### config.mk
export PLATFORM = sky130hd
export DESIGN_NAME = config_key_and_direct_program
export DESIGN_NICKNAME = d
export VERILOG_FILES = /design/src/cfg_key_pkg.sv /design/src/config_key_and_direct_program.sv
export SDC_FILE = /design/constraint.sdc
export NUM_CORES = 1
export LEC_CHECK = 0
export BUFFER_PORTS_ARGS = -buffer_cell sky130_fd_sc_hd__buf_2
export CAP_MARGIN = 5
export CORE_ASPECT_RATIO = 1.75
export CORE_UTILIZATION = 45
export CTS_CLUSTER_DIAMETER = 50
export CTS_CLUSTER_SIZE = 25
export DETAILED_ROUTE_END_ITERATION = 8
export GPL_ROUTABILITY_DRIVEN = 1
export PLACE_DENSITY = 0.7
export SYNTH_ARGS = -nofsm -noshare
export SYNTH_HDL_FRONTEND = slang
export SYNTH_SLANG_ARGS = --single-unit
export TNS_END_PERCENT = 20
### constraint.sdc
create_clock -name core_clk_in -period 32 [get_ports core_clk_in]
set_input_delay 4.8 -clock core_clk_in [delete_from_list [all_inputs] [get_ports core_clk_in]]
set_output_delay 4.8 -clock core_clk_in [all_outputs]
set_load 0.03 [all_outputs]
### src/cfg_key_pkg.sv
`default_nettype none
package cfg_key_pkg;
  localparam int KEY_LEN = 32;
  localparam logic [7:0] VKEY_FIRST = 8'h96;
  localparam logic [7:0] VKEY_LAST = 8'h1A;
  localparam logic [7:0] CMD_CSN = 8'h06;
  localparam logic [7:0] CMD_LDEV = 8'h15;
  localparam logic [7:0] CMD_IO0 = 8'h47;
  localparam logic [7:0] CMD_IO1 = 8'h48;
  localparam logic [7:0] CMD_IO2 = 8'h42;
  localparam logic [7:0] CMD_IRQ0 = 8'h22;
  localparam logic [7:0] CMD_IRQ1 = 8'h27;
  localparam logic [7:0] CMD_DMA0 = 8'h2A;
  localparam logic [7:0] CMD_DMA1 = 8'h25;
  localparam logic [7:0] CMD_ACT = 8'h33;
  localparam logic [7:0] CMD_CHIP_ON = 8'h79;
  localparam logic [7:0] ACT_ON = 8'h01;
  localparam logic [7:0] ACT_OFF = 8'h00;
  localparam logic [7:0] DIS_STD_KEY = 8'h55;
  localparam logic [7:0] DIS_VEND_KEY = 8'h56;
  localparam logic [2:0] KEY_DIS_OFFSET = 3'h5;
  localparam int NUM_LDEV = 6;
  localparam logic [2:0] LDEV_MAX = 3'h5;
  localparam logic [7:0] RESET_BYTE = 8'h00;
  localparam logic [15:0] RESET_BASE = 16'h0000;
  typedef enum logic [3:0] {
    F_NONE, F_CSN, F_LDEV, F_IO0, F_IO1, F_IO2, F_IRQ0, F_IRQ1, F_DMA0, F_DMA1, F_ACT
  } field_t;
endpackage
`default_nettype wire

### src/config_key_and_direct_program.sv
`default_nettype none
// Summary of operation
// - full vendor key enters configuration mode
// - key matched against 32 ordered bytes
// - key recognition needs no serial identifier
// - csn command stores one value byte
// - command 15h selects logical device 0-5
// - io base commands take high then low
// - irq select commands take one byte
// - dma select commands take one byte
// - command 33h activates or deactivates device
// - byte 79h activates the whole chip
// - 55h at control offset 5 disables standard key
// - 56h at control offset 5 disables vendor key
// - disabled keys stay off until bus reset
// - active devices keep resources after disabling
// - serial memory may disable both keys
// - config mode allows hostload or direct programming
// - inactive after reset, watch every address write
module config_key_and_direct_program
  import cfg_key_pkg::*;
(
  input wire logic core_clk_in,
  input wire logic reset_in,
  input wire logic addr_wr_in,
  input wire logic [7:0] addr_data_in,
  input wire logic ctrl_wr_in,
  input wire logic [2:0] ctrl_offset_in,
  input wire logic [7:0] ctrl_data_in,
  input wire logic eeprom_std_key_dis_in,
  input wire logic eeprom_vend_key_dis_in,
  input wire logic hostload_done_in,
  output logic config_mode_out,
  output logic chip_active_out,
  output logic std_key_disabled_out,
  output logic vend_key_disabled_out,
  output logic hostload_enable_out,
  output logic [7:0] csn_out,
  output logic [2:0] ldev_sel_out,
  output logic [NUM_LDEV-1:0] ldev_active_out,
  output logic [NUM_LDEV*16-1:0] io_base0_out,
  output logic [NUM_LDEV*16-1:0] io_base1_out,
  output logic [NUM_LDEV*16-1:0] io_base2_out,
  output logic [NUM_LDEV*8-1:0] irq_sel0_out,
  output logic [NUM_LDEV*8-1:0] irq_sel1_out,
  output logic [NUM_LDEV*8-1:0] dma_sel0_out,
  output logic [NUM_LDEV*8-1:0] dma_sel1_out
);

  // ----------------------------------------
  // key table
  // ----------------------------------------
  function automatic logic [7:0] key_byte(input logic [4:0] idx);
    logic [7:0] k;
    k = 8'h00;
    case (idx)
      5'h00: k = VKEY_FIRST; 5'h01: k = 8'h35; 5'h02: k = 8'h9A; 5'h03: k = 8'hCD;
      5'h04: k = 8'hE6; 5'h05: k = 8'hF3; 5'h06: k = 8'h79; 5'h07: k = 8'hBC;
      5'h08: k = 8'h5E; 5'h09: k = 8'hAF; 5'h0A: k = 8'h57; 5'h0B: k = 8'h2B;
      5'h0C: k = 8'h15; 5'h0D: k = 8'h8A; 5'h0E: k = 8'hC5; 5'h0F: k = 8'hE2;
      5'h10: k = 8'hF1; 5'h11: k = 8'hF8; 5'h12: k = 8'h7C; 5'h13: k = 8'h3E;
      5'h14: k = 8'h9F; 5'h15: k = 8'h4F; 5'h16: k = 8'h27; 5'h17: k = 8'h13;
      5'h18: k = 8'h09; 5'h19: k = 8'h84; 5'h1A: k = 8'h42; 5'h1B: k = 8'hA1;
      5'h1C: k = 8'hD0; 5'h1D: k = 8'h68; 5'h1E: k = 8'h34; 5'h1F: k = VKEY_LAST;
      default: k = 8'h00;
    endcase
    return k;
  endfunction

  function automatic field_t cmd_field(input logic [7:0] c);
    field_t f;
    f = F_NONE;
    case (c)
      CMD_CSN: f = F_CSN;
      CMD_LDEV: f = F_LDEV;
      CMD_IO0: f = F_IO0;
      CMD_IO1: f = F_IO1;
      CMD_IO2: f = F_IO2;
      CMD_IRQ0: f = F_IRQ0;
      CMD_IRQ1: f = F_IRQ1;
      CMD_DMA0: f = F_DMA0;
      CMD_DMA1: f = F_DMA1;
      CMD_ACT: f = F_ACT;
      default: f = F_NONE;
    endcase
    return f;
  endfunction

  // ----------------------------------------
  // key detection
  // ----------------------------------------
  logic [4:0] key_idx;
  logic key_hit;
  logic key_done;
  logic vend_key_off;
  assign vend_key_off = vend_key_disabled_out | eeprom_vend_key_dis_in;
  // no serial qualifier: every part reacts alike
  assign key_hit = addr_data_in == key_byte(key_idx);
  assign key_done = addr_wr_in && key_hit && key_idx == 5'(KEY_LEN - 1) && !vend_key_off;

  always_ff @(posedge core_clk_in or posedge reset_in) begin
    if (reset_in) begin
      key_idx <= 5'h00;
    end else if (addr_wr_in) begin
      if (key_hit && !vend_key_off) begin
        key_idx <= key_idx + 5'h01;
      end else if (addr_data_in == VKEY_FIRST && !vend_key_off) begin
        key_idx <= 5'h01;
      end else begin
        key_idx <= 5'h00;
      end
    end
  end

  always_ff @(posedge core_clk_in or posedge reset_in) begin
    if (reset_in) begin
      config_mode_out <= 1'b0;
    end else if (key_done) begin
      config_mode_out <= 1'b1;
    end
  end

  // hostload allowed from key entry until hostload_done_in, config mode stays set
  always_ff @(posedge core_clk_in or posedge reset_in) begin
    if (reset_in) begin
      hostload_enable_out <= 1'b0;
    end else if (key_done) begin
      hostload_enable_out <= 1'b1;
    end else if (hostload_done_in) begin
      hostload_enable_out <= 1'b0;
    end
  end

  // ----------------------------------------
  // key disables
  // ----------------------------------------
  always_ff @(posedge core_clk_in or posedge reset_in) begin
    if (reset_in) begin
      std_key_disabled_out <= 1'b0;
      vend_key_disabled_out <= 1'b0;
    end else begin
      if ((ctrl_wr_in && ctrl_offset_in == KEY_DIS_OFFSET && ctrl_data_in == DIS_STD_KEY)
          || eeprom_std_key_dis_in) begin
        std_key_disabled_out <= 1'b1;
      end
      if ((ctrl_wr_in && ctrl_offset_in == KEY_DIS_OFFSET && ctrl_data_in == DIS_VEND_KEY)
          || eeprom_vend_key_dis_in) begin
        vend_key_disabled_out <= 1'b1;
      end
    end
  end

  // ----------------------------------------
  // command parser
  // ----------------------------------------
  field_t pend_field;
  logic [1:0] args_left;
  logic [7:0] hi_byte;
  logic cmd_wr;
  logic arg_wr;
  logic [2:0] sel;
  assign cmd_wr = addr_wr_in && config_mode_out && args_left == 2'd0 && !key_done;
  assign arg_wr = addr_wr_in && config_mode_out && args_left != 2'd0;
  assign sel = ldev_sel_out;

  always_ff @(posedge core_clk_in or posedge reset_in) begin
    if (reset_in) begin
      pend_field <= F_NONE;
      args_left <= 2'd0;
      hi_byte <= RESET_BYTE;
    end else if (cmd_wr) begin
      pend_field <= cmd_field(addr_data_in);
      case (cmd_field(addr_data_in))
        F_IO0, F_IO1, F_IO2: args_left <= 2'd2;
        F_NONE: args_left <= 2'd0;
        default: args_left <= 2'd1;
      endcase
    end else if (arg_wr) begin
      args_left <= args_left - 2'd1;
      if (args_left == 2'd2) begin
        hi_byte <= addr_data_in;
      end
    end
  end

  always_ff @(posedge core_clk_in or posedge reset_in) begin
    if (reset_in) begin
      chip_active_out <= 1'b0;
    end else if (cmd_wr && addr_data_in == CMD_CHIP_ON) begin
      chip_active_out <= 1'b1;
    end
  end

  always_ff @(posedge core_clk_in or posedge reset_in) begin
    if (reset_in) begin
      csn_out <= RESET_BYTE;
      ldev_sel_out <= 3'h0;
    end else if (arg_wr && pend_field == F_CSN) begin
      csn_out <= addr_data_in;
    end else if (arg_wr && pend_field == F_LDEV && addr_data_in <= {5'h00, LDEV_MAX}) begin
      ldev_sel_out <= addr_data_in[2:0];
    end
  end

  // ----------------------------------------
  // per device resources
  // ----------------------------------------
  // resources stay live regardless of key disables
  genvar g;
  generate
    for (g = 0; g < NUM_LDEV; g++) begin : g_ldev
      always_ff @(posedge core_clk_in or posedge reset_in) begin
        if (reset_in) begin
          io_base0_out[g*16 +: 16] <= RESET_BASE;
          io_base1_out[g*16 +: 16] <= RESET_BASE;
          io_base2_out[g*16 +: 16] <= RESET_BASE;
          irq_sel0_out[g*8 +: 8] <= RESET_BYTE;
          irq_sel1_out[g*8 +: 8] <= RESET_BYTE;
          dma_sel0_out[g*8 +: 8] <= RESET_BYTE;
          dma_sel1_out[g*8 +: 8] <= RESET_BYTE;
          ldev_active_out[g] <= 1'b0;
        end else if (arg_wr && sel == 3'(g)) begin
          case (pend_field)
            F_IO0: if (args_left == 2'd1) io_base0_out[g*16 +: 16] <= {hi_byte, addr_data_in};
            F_IO1: if (args_left == 2'd1) io_base1_out[g*16 +: 16] <= {hi_byte, addr_data_in};
            F_IO2: if (args_left == 2'd1) io_base2_out[g*16 +: 16] <= {hi_byte, addr_data_in};
            F_IRQ0: irq_sel0_out[g*8 +: 8] <= addr_data_in;
            F_IRQ1: irq_sel1_out[g*8 +: 8] <= addr_data_in;
            F_DMA0: dma_sel0_out[g*8 +: 8] <= addr_data_in;
            F_DMA1: dma_sel1_out[g*8 +: 8] <= addr_data_in;
            F_ACT: begin
              if (addr_data_in == ACT_ON) begin
                ldev_active_out[g] <= 1'b1;
              end else if (addr_data_in == ACT_OFF) begin
                ldev_active_out[g] <= 1'b0;
              end
            end
            default: begin
            end
          endcase
        end
      end
    end
  endgenerate
endmodule
`default_nettype wire

After elaboration in Yosys (flattened, before gate mapping)

Memory sizes are Yosys's and may differ from the RTL's.
Cells that the tools add are included.
W data, S select, Z words.

Magnitude comparators: 1
Reduce and logical (&&, ||, !) cells: 85
Multiplexer cells: 11
Divide/modulo/power cells: 0
Equality and inequality tests: 38
Shift operators: 0
Bitwise gates (word level): 3
$mul: 0
$add $sub $neg: 2

Operators by type and width:

| cell                  | count |
|---|---|
| $reduce_and A3 Y1     | 25 |
| $reduce_and A2 Y1     | 25 |
| $eq A8 B7 Y1 const B  | 6 |
| $eq A8 B6 Y1 const B  | 5 |
| $pmux W4 S10          | 1 |
| $eq A4 B3 Y1 const B  | 6 |
| $logic_and A1 B1 Y1   | 22 |
| $eq A4 B2 Y1 const B  | 3 |
| $eq A4 B4 Y1 const B  | 3 |
| $eq A3 B3 Y1 const B  | 3 |
| $eq A8 B1 Y1 const B  | 1 |
| $eq A8 B3 Y1 const B  | 1 |
| $eq A8 B5 Y1 const B  | 1 |
| $eq A8 B8 Y1          | 1 |
| $eq A8 B8 Y1 const B  | 1 |
| $le A8 B3 Y1 const B  | 1 |
| $logic_not A8 Y1      | 1 |
| $reduce_bool A2 Y1    | 4 |
| $eq A3 B2 Y1 const B  | 2 |
| $add A5 B1 Y5 const B | 1 |
| $eq A5 B5 Y1 const B  | 1 |
| $mux W1               | 5 |
| $mux W5               | 1 |
| $eq A4 B1 Y1 const B  | 1 |
| other kinds (15)      | 19 |

Register bits after elaboration: 521
Bits in writable memories: 0
Memories: 1
Input port bits: 26
Bits in read-only memories: 256
Logic and storage cells: 200
Latch bits: 0

Memories:

| memory           | words | bits a word | read ports | clocked after memory_dff | wr ports | RTL line                            | RTL |
|---|---|---|---|---|---|---|---|
| (name not given) | 32    | 8           | 1          | 0                        | 0        | config_key_and_direct_program.sv:56 | `case (idx)` |

Depth between registers and ports, before layout

An unclocked memory read counts as a cell.

Word-level depth: 12
Mapped depth: 10
Gate-level depth less buffers: 10

Worst setup path before layout

No wires, ideal clock.

Kind: input to register
Start: in addr_wr_in
End: reg io_base2_out[48]
Buffers on the path: 1
Path slack: 25.373 ns
Data arrival time: 6.503 ns
Required time: 31.875 ns
Cell stages on the path: 6
Setup time: 0.125 ns
Cell sequence: nand3b_1 nor2_1 nand3_1 nor2_1 buf_2 mux2_2

Cells in the longest elaborated chain, start to end: 4

Ends and longest elaborated chain:

| element                           | RTL line                             | RTL |
|---|---|---|
| start: declaration                | config_key_and_direct_program.sv:25  | `input wire logic addr_wr_in,` |
| $logic_and A1 B1 Y1 (2 in series) | config_key_and_direct_program.sv:163 | `assign arg_wr = addr_wr_in && config_mode_out && args_left != 2'd0;` |
| $logic_and A1 B1 Y1               | config_key_and_direct_program.sv:222 | `end else if (arg_wr && sel == 3'(g)) begin` |
| $reduce_and A3 Y1 (no line)       | -                                    |  |
| end signal: indexed assignment    | config_key_and_direct_program.sv:226 | `F_IO2: if (args_left == 2'd1) io_base2_out[g*16 +: 16] <= {hi_byte, addr_data_in};` |
| end: declaration                  | config_key_and_direct_program.sv:43  | `output logic [NUM_LDEV*16-1:0] io_base2_out,` |

No other way between the ends.
A chain may end at the register's enable or synchronous reset.

Worst setup path after layout

Start: in addr_wr_in
End: reg io_base1_out[42]

Cells in the longest elaborated chain, start to end: 4

Ends and longest elaborated chain:

| element                           | RTL line                             | RTL |
|---|---|---|
| $logic_and A1 B1 Y1 (2 in series) | config_key_and_direct_program.sv:163 |  |
| $logic_and A1 B1 Y1               | config_key_and_direct_program.sv:222 |  |
| $reduce_and A3 Y1 (no line)       | -                                    |  |
| end signal: indexed assignment    | config_key_and_direct_program.sv:225 | `F_IO1: if (args_left == 2'd1) io_base1_out[g*16 +: 16] <= {hi_byte, addr_data_in};` |
| end: declaration                  | config_key_and_direct_program.sv:42  | `output logic [NUM_LDEV*16-1:0] io_base1_out,` |

No other way between the ends.

==> summary.txt <==
Outcome
  • Outcome: completed

Synthesis
  • Combinational family with the most area after synthesis: multiplexers
  • Main area contributors after synthesis: dfrtp_1 63%, mux2_2 26%, nand2_1 1.6%
  • EDFF count, synth: 0
  • Post-synthesis sequential area ratio: 62.7%
  • Flip-flop and latch count after synthesis: 521
  • Mux contribution to synthesized area: 26.4%
  • Cell area after synthesis: 20,800 um^2
  • Post-Synthesis Mean Instance Area: 14.6 um^2
  • Warnings from Yosys: 0
  • Xor and xnor area share after synthesis: 0.457%
  • Proportion of netlist area held by the largest area contributor: 62.7%
  • Syn nets: 1,466
  • Fraction of synthesis flops using an asynchronous set or reset pin: 100%
  • Fraction of the mapped netlist area in compound gates: 2.94%
  • Cell type with the largest total area after synthesis: dfrtp_1
  • Number of instances in the synthesized netlist: 1,428
  • Commonest register cell after synthesis: dfrtp_1
  • Simple-gate portion of the synthesized area: 4.60%
  • Count of cell types in the netlist: 63
  • Adder-Cell Fraction of Synth Area: 0.722%
  • Most instantiated library cell after synthesis: dfrtp_1
  • Synth top cells by count: 521 x dfrtp_1, 472 x mux2_2, 86 x nand2_1

Critical path
  • Crit path top cell by count: nand2_1
  • Kind of start point of the critical path: primary input
  • CP cell instances: buf_2, nand3b_1, nor2_1, nand2_1, nor2_2, nand2_1, mux2_2
  • Critical path type: primary input to flop
  • Slowest CP cell: nand2_1
  • Endpoint type of the worst setup path: flop
  • CP arrival: 7.48 ns
  • Slowest cell delay on critical path: 0.68 ns
  • Max Fanout on Critical Path: 17
  • Required time at the endpoint of the critical path: 32.49 ns

Route
  • Number of vias per cell: 5.45
  • Pre-antenna DRT Iters: 5
  • Total wire length after detailed routing: 60,900 um
  • Overall via count from detail_route: 13.7k
  • Number of nets with antenna violations after routing: 0
  • Violation count after the first detailed-routing iteration: 642
  • Average detailed-routed wire length per instance: 24.3 um
  • Detailed-route DRC error count: 0

Clock network
  • Clk buf depth: 3
  • # H-tree levels: 1
  • Total clock buffers created by CTS: 31
  • Clock slew at the register clock pins of the worst setup and hold paths: 0.09 ns
  • Worst-skew pair later-pin latency: 0.61 ns
  • # resized after CTS: 0
  • Hold-fix buffers at CTS: 0
  • Post-CTS setup-driven buffer insertion count: 0
  • Clock tree sinks: 521
  • Clock tree from TritonCTS: done
  • Root buffer cell: clkbuf_16

Global route
  • Sum of overflow across all layers after global routing: 0
  • Total global routing track utilization: 25.9%
  • Largest net degree at the start of global routing: 174
  • Number of global-route vias before repair: 14.3k
  • First-pass GRT wire length: 90,600 um
  • Initial antenna violation count: 0

Power and ir drop
  • Cell Pwr Density: 45.5 nW/um^2
  • Leakage: 14.1 nW
  • Max VDD drop: 52.7 uV

Cells and area
  • Non-filler cells, final: 2,510
  • Area taken by flip-flops and latches: 13,000 um^2
  • Footprint of the multi-input gates: 7300 um^2
  • Ratio of cells with drive above 1 in the final layout: 56.5%
  • Fill cell count: 3,788
  • Synthesis-to-finish area growth: 20.3%
  • Fin area: 25,000 um^2
  • Final net count: 1,948

Timing
  • Max Transition Viols Final: 0
  • RSZ-0062 raised after global routing: no
  • Worst slew margin relative to its limit: 29.8%
  • Final critical-path required period: 6.99 ns
  • F_max: 143 MHz
  • Final TNS setup: 0 ns
  • Number of hold-slack violations in the final timing report: 0
  • Final setup violation count: 0
  • Final critical-path share of the clock period: 21.9%
  • Actual slew at the worst max-slew pin: 1.05 ns
  • Final worst clock skew: 0.0284 ns

Die
  • Standard cell core area: 45,400 um^2
  • FP Rows: 103
  • Width of the die: 164 um
  • Total die area: 47,100 um^2
  • Number of I/O pins: 528
  • Starting utilization of the core area: 45.8%
  • Vertical extent of the die: 286 um

Place
  • Placed Instance Area: 23,900 um^2
  • Cell total after placement: 2,454
  • Placer Congestion: 0.924
  • Half-perimeter wire length after detailed placement: 41,300 um
  • Number of buffer cells added on primary ports: 527

Worst hold path
  • Path class of the lowest-slack min-delay path: flop to flop

Flow run
  • Max-capacitance violation count: 0
-- layout make-up --
class / count / share of cell area [%]
clock inverters: 21 / 1.13
well taps: 577 / 2.89
clock buffers: 34 / 3.19
inverters: 17 / 0.285
multi-input cells: 793 / 29.2
flip-flops and latches: 521 / 52.1
repair buffers: 546 / 11.2
diodes: 1 / 0.0100
-- critical path: cells and delay by family --
kind                   cells  cell delay (ns)
multiplexers               1             0.53
buffers and inverters      1             0.26
AND/OR/NAND/NOR            5             1.87
-- cell families (layout without fill, tap and decap cells) --
group                      count (synthesis)  count (layout)
AOI/OAI and AO/OA                         91              91
xor gates and xnor gates                  10              10
adders and majority gates                 12              12
buffers and inverters                    114             618
DFF                                      521             521
muxes                                    486             486
other                                      0               1
and+or+nand+nor                          194             194
-- where the power goes --
part           total [W]  internal, W  leakage, nW  switching (W)
combinational  0.0000309   0.00000399         6.35      0.0000269
sequential      0.000658     0.000658         7.26  0.00000000125
clock           0.000450     0.000207        0.511       0.000242
-- final timing paths --
check,to,startpoint,slack [ns],cells after the start
worst min register to register,std_key_disabled_out$_DFFE_PP0P_,std_key_disabled_out$_DFFE_PP0P_,0.48,1
max in group asynchronous,dma_sel0_out[27]$_DFFE_PP0P_,reset_in,25.29,4
worst max register to register,pend_field[0]$_DFFE_PP0P_,key_idx[0]$_DFFE_PP0P_,28.42,8
worst min-delay path,std_key_disabled_out$_DFFE_PP0P_,std_key_disabled_out$_DFFE_PP0P_,0.48,1
min in group asynchronous,io_base2_out[73]$_DFFE_PP0P_,reset_in,4.34,2
worst max-delay path,io_base1_out[42]$_DFFE_PP0P_,addr_wr_in,25.01,7
-- metrics by stage --
| stage | worst slack, ns | util (%) | power, W | hold slack (ns) |
|---|---|---|---|---|
| floorplan | 12.65 | - | 0.000690 | 0.545 |
| detailed placement | 24.39 | 52.7 | 0.000703 | 0.465 |
| CTS | 25.04 | 55.1 | 0.00115 | 0.485 |
| global route | 24.79 | 55.1 | 0.00118 | 0.503 |
| global placement | 24.43 | 52.7 | 0.000702 | 0.459 |
| finish | 25.01 | 55.1 | 0.00114 | 0.483 |
-- registers in the layout, summed over array words and instances, names as in the netlist, 8 cells and up --
signal and flops:
csn_out 8, dma_sel0_out 48, dma_sel1_out 48, hi_byte 8, io_base0_out 96, io_base1_out 96, io_base2_out 96, irq_sel0_out 48
irq_sel1_out 48
-- routing by layer --
metal	GRT usage [%]	vias up	wire length, um
li1	-	5961	-
met1	29.2	7131	22500
met2	47.5	486	32200
met3	4.81	110	3700
met4	10.5	0	2540
met5	0	-	0
-- cells in the final DEF, fill, tap and decap left out, drive strengths merged, types with 7 or more instances in the layout --
cell | netlist | layout
nor2 | 32 | 32
nor3 | 10 | 10
inv | 17 | 24
dfrtp | 521 | 521
ha | 12 | 12
nand2b | 14 | 14
clkbuf | 77 | 34
mux2i | 10 | 10
a21oi | 8 | 8
xor2 | 7 | 7
nand2 | 86 | 86
o21ai | 43 | 43
mux2 | 475 | 475
clkinv | 0 | 8
nand3 | 11 | 11
nand4 | 7 | 7
buf | 20 | 546
(Power assumes the default switching activity.)
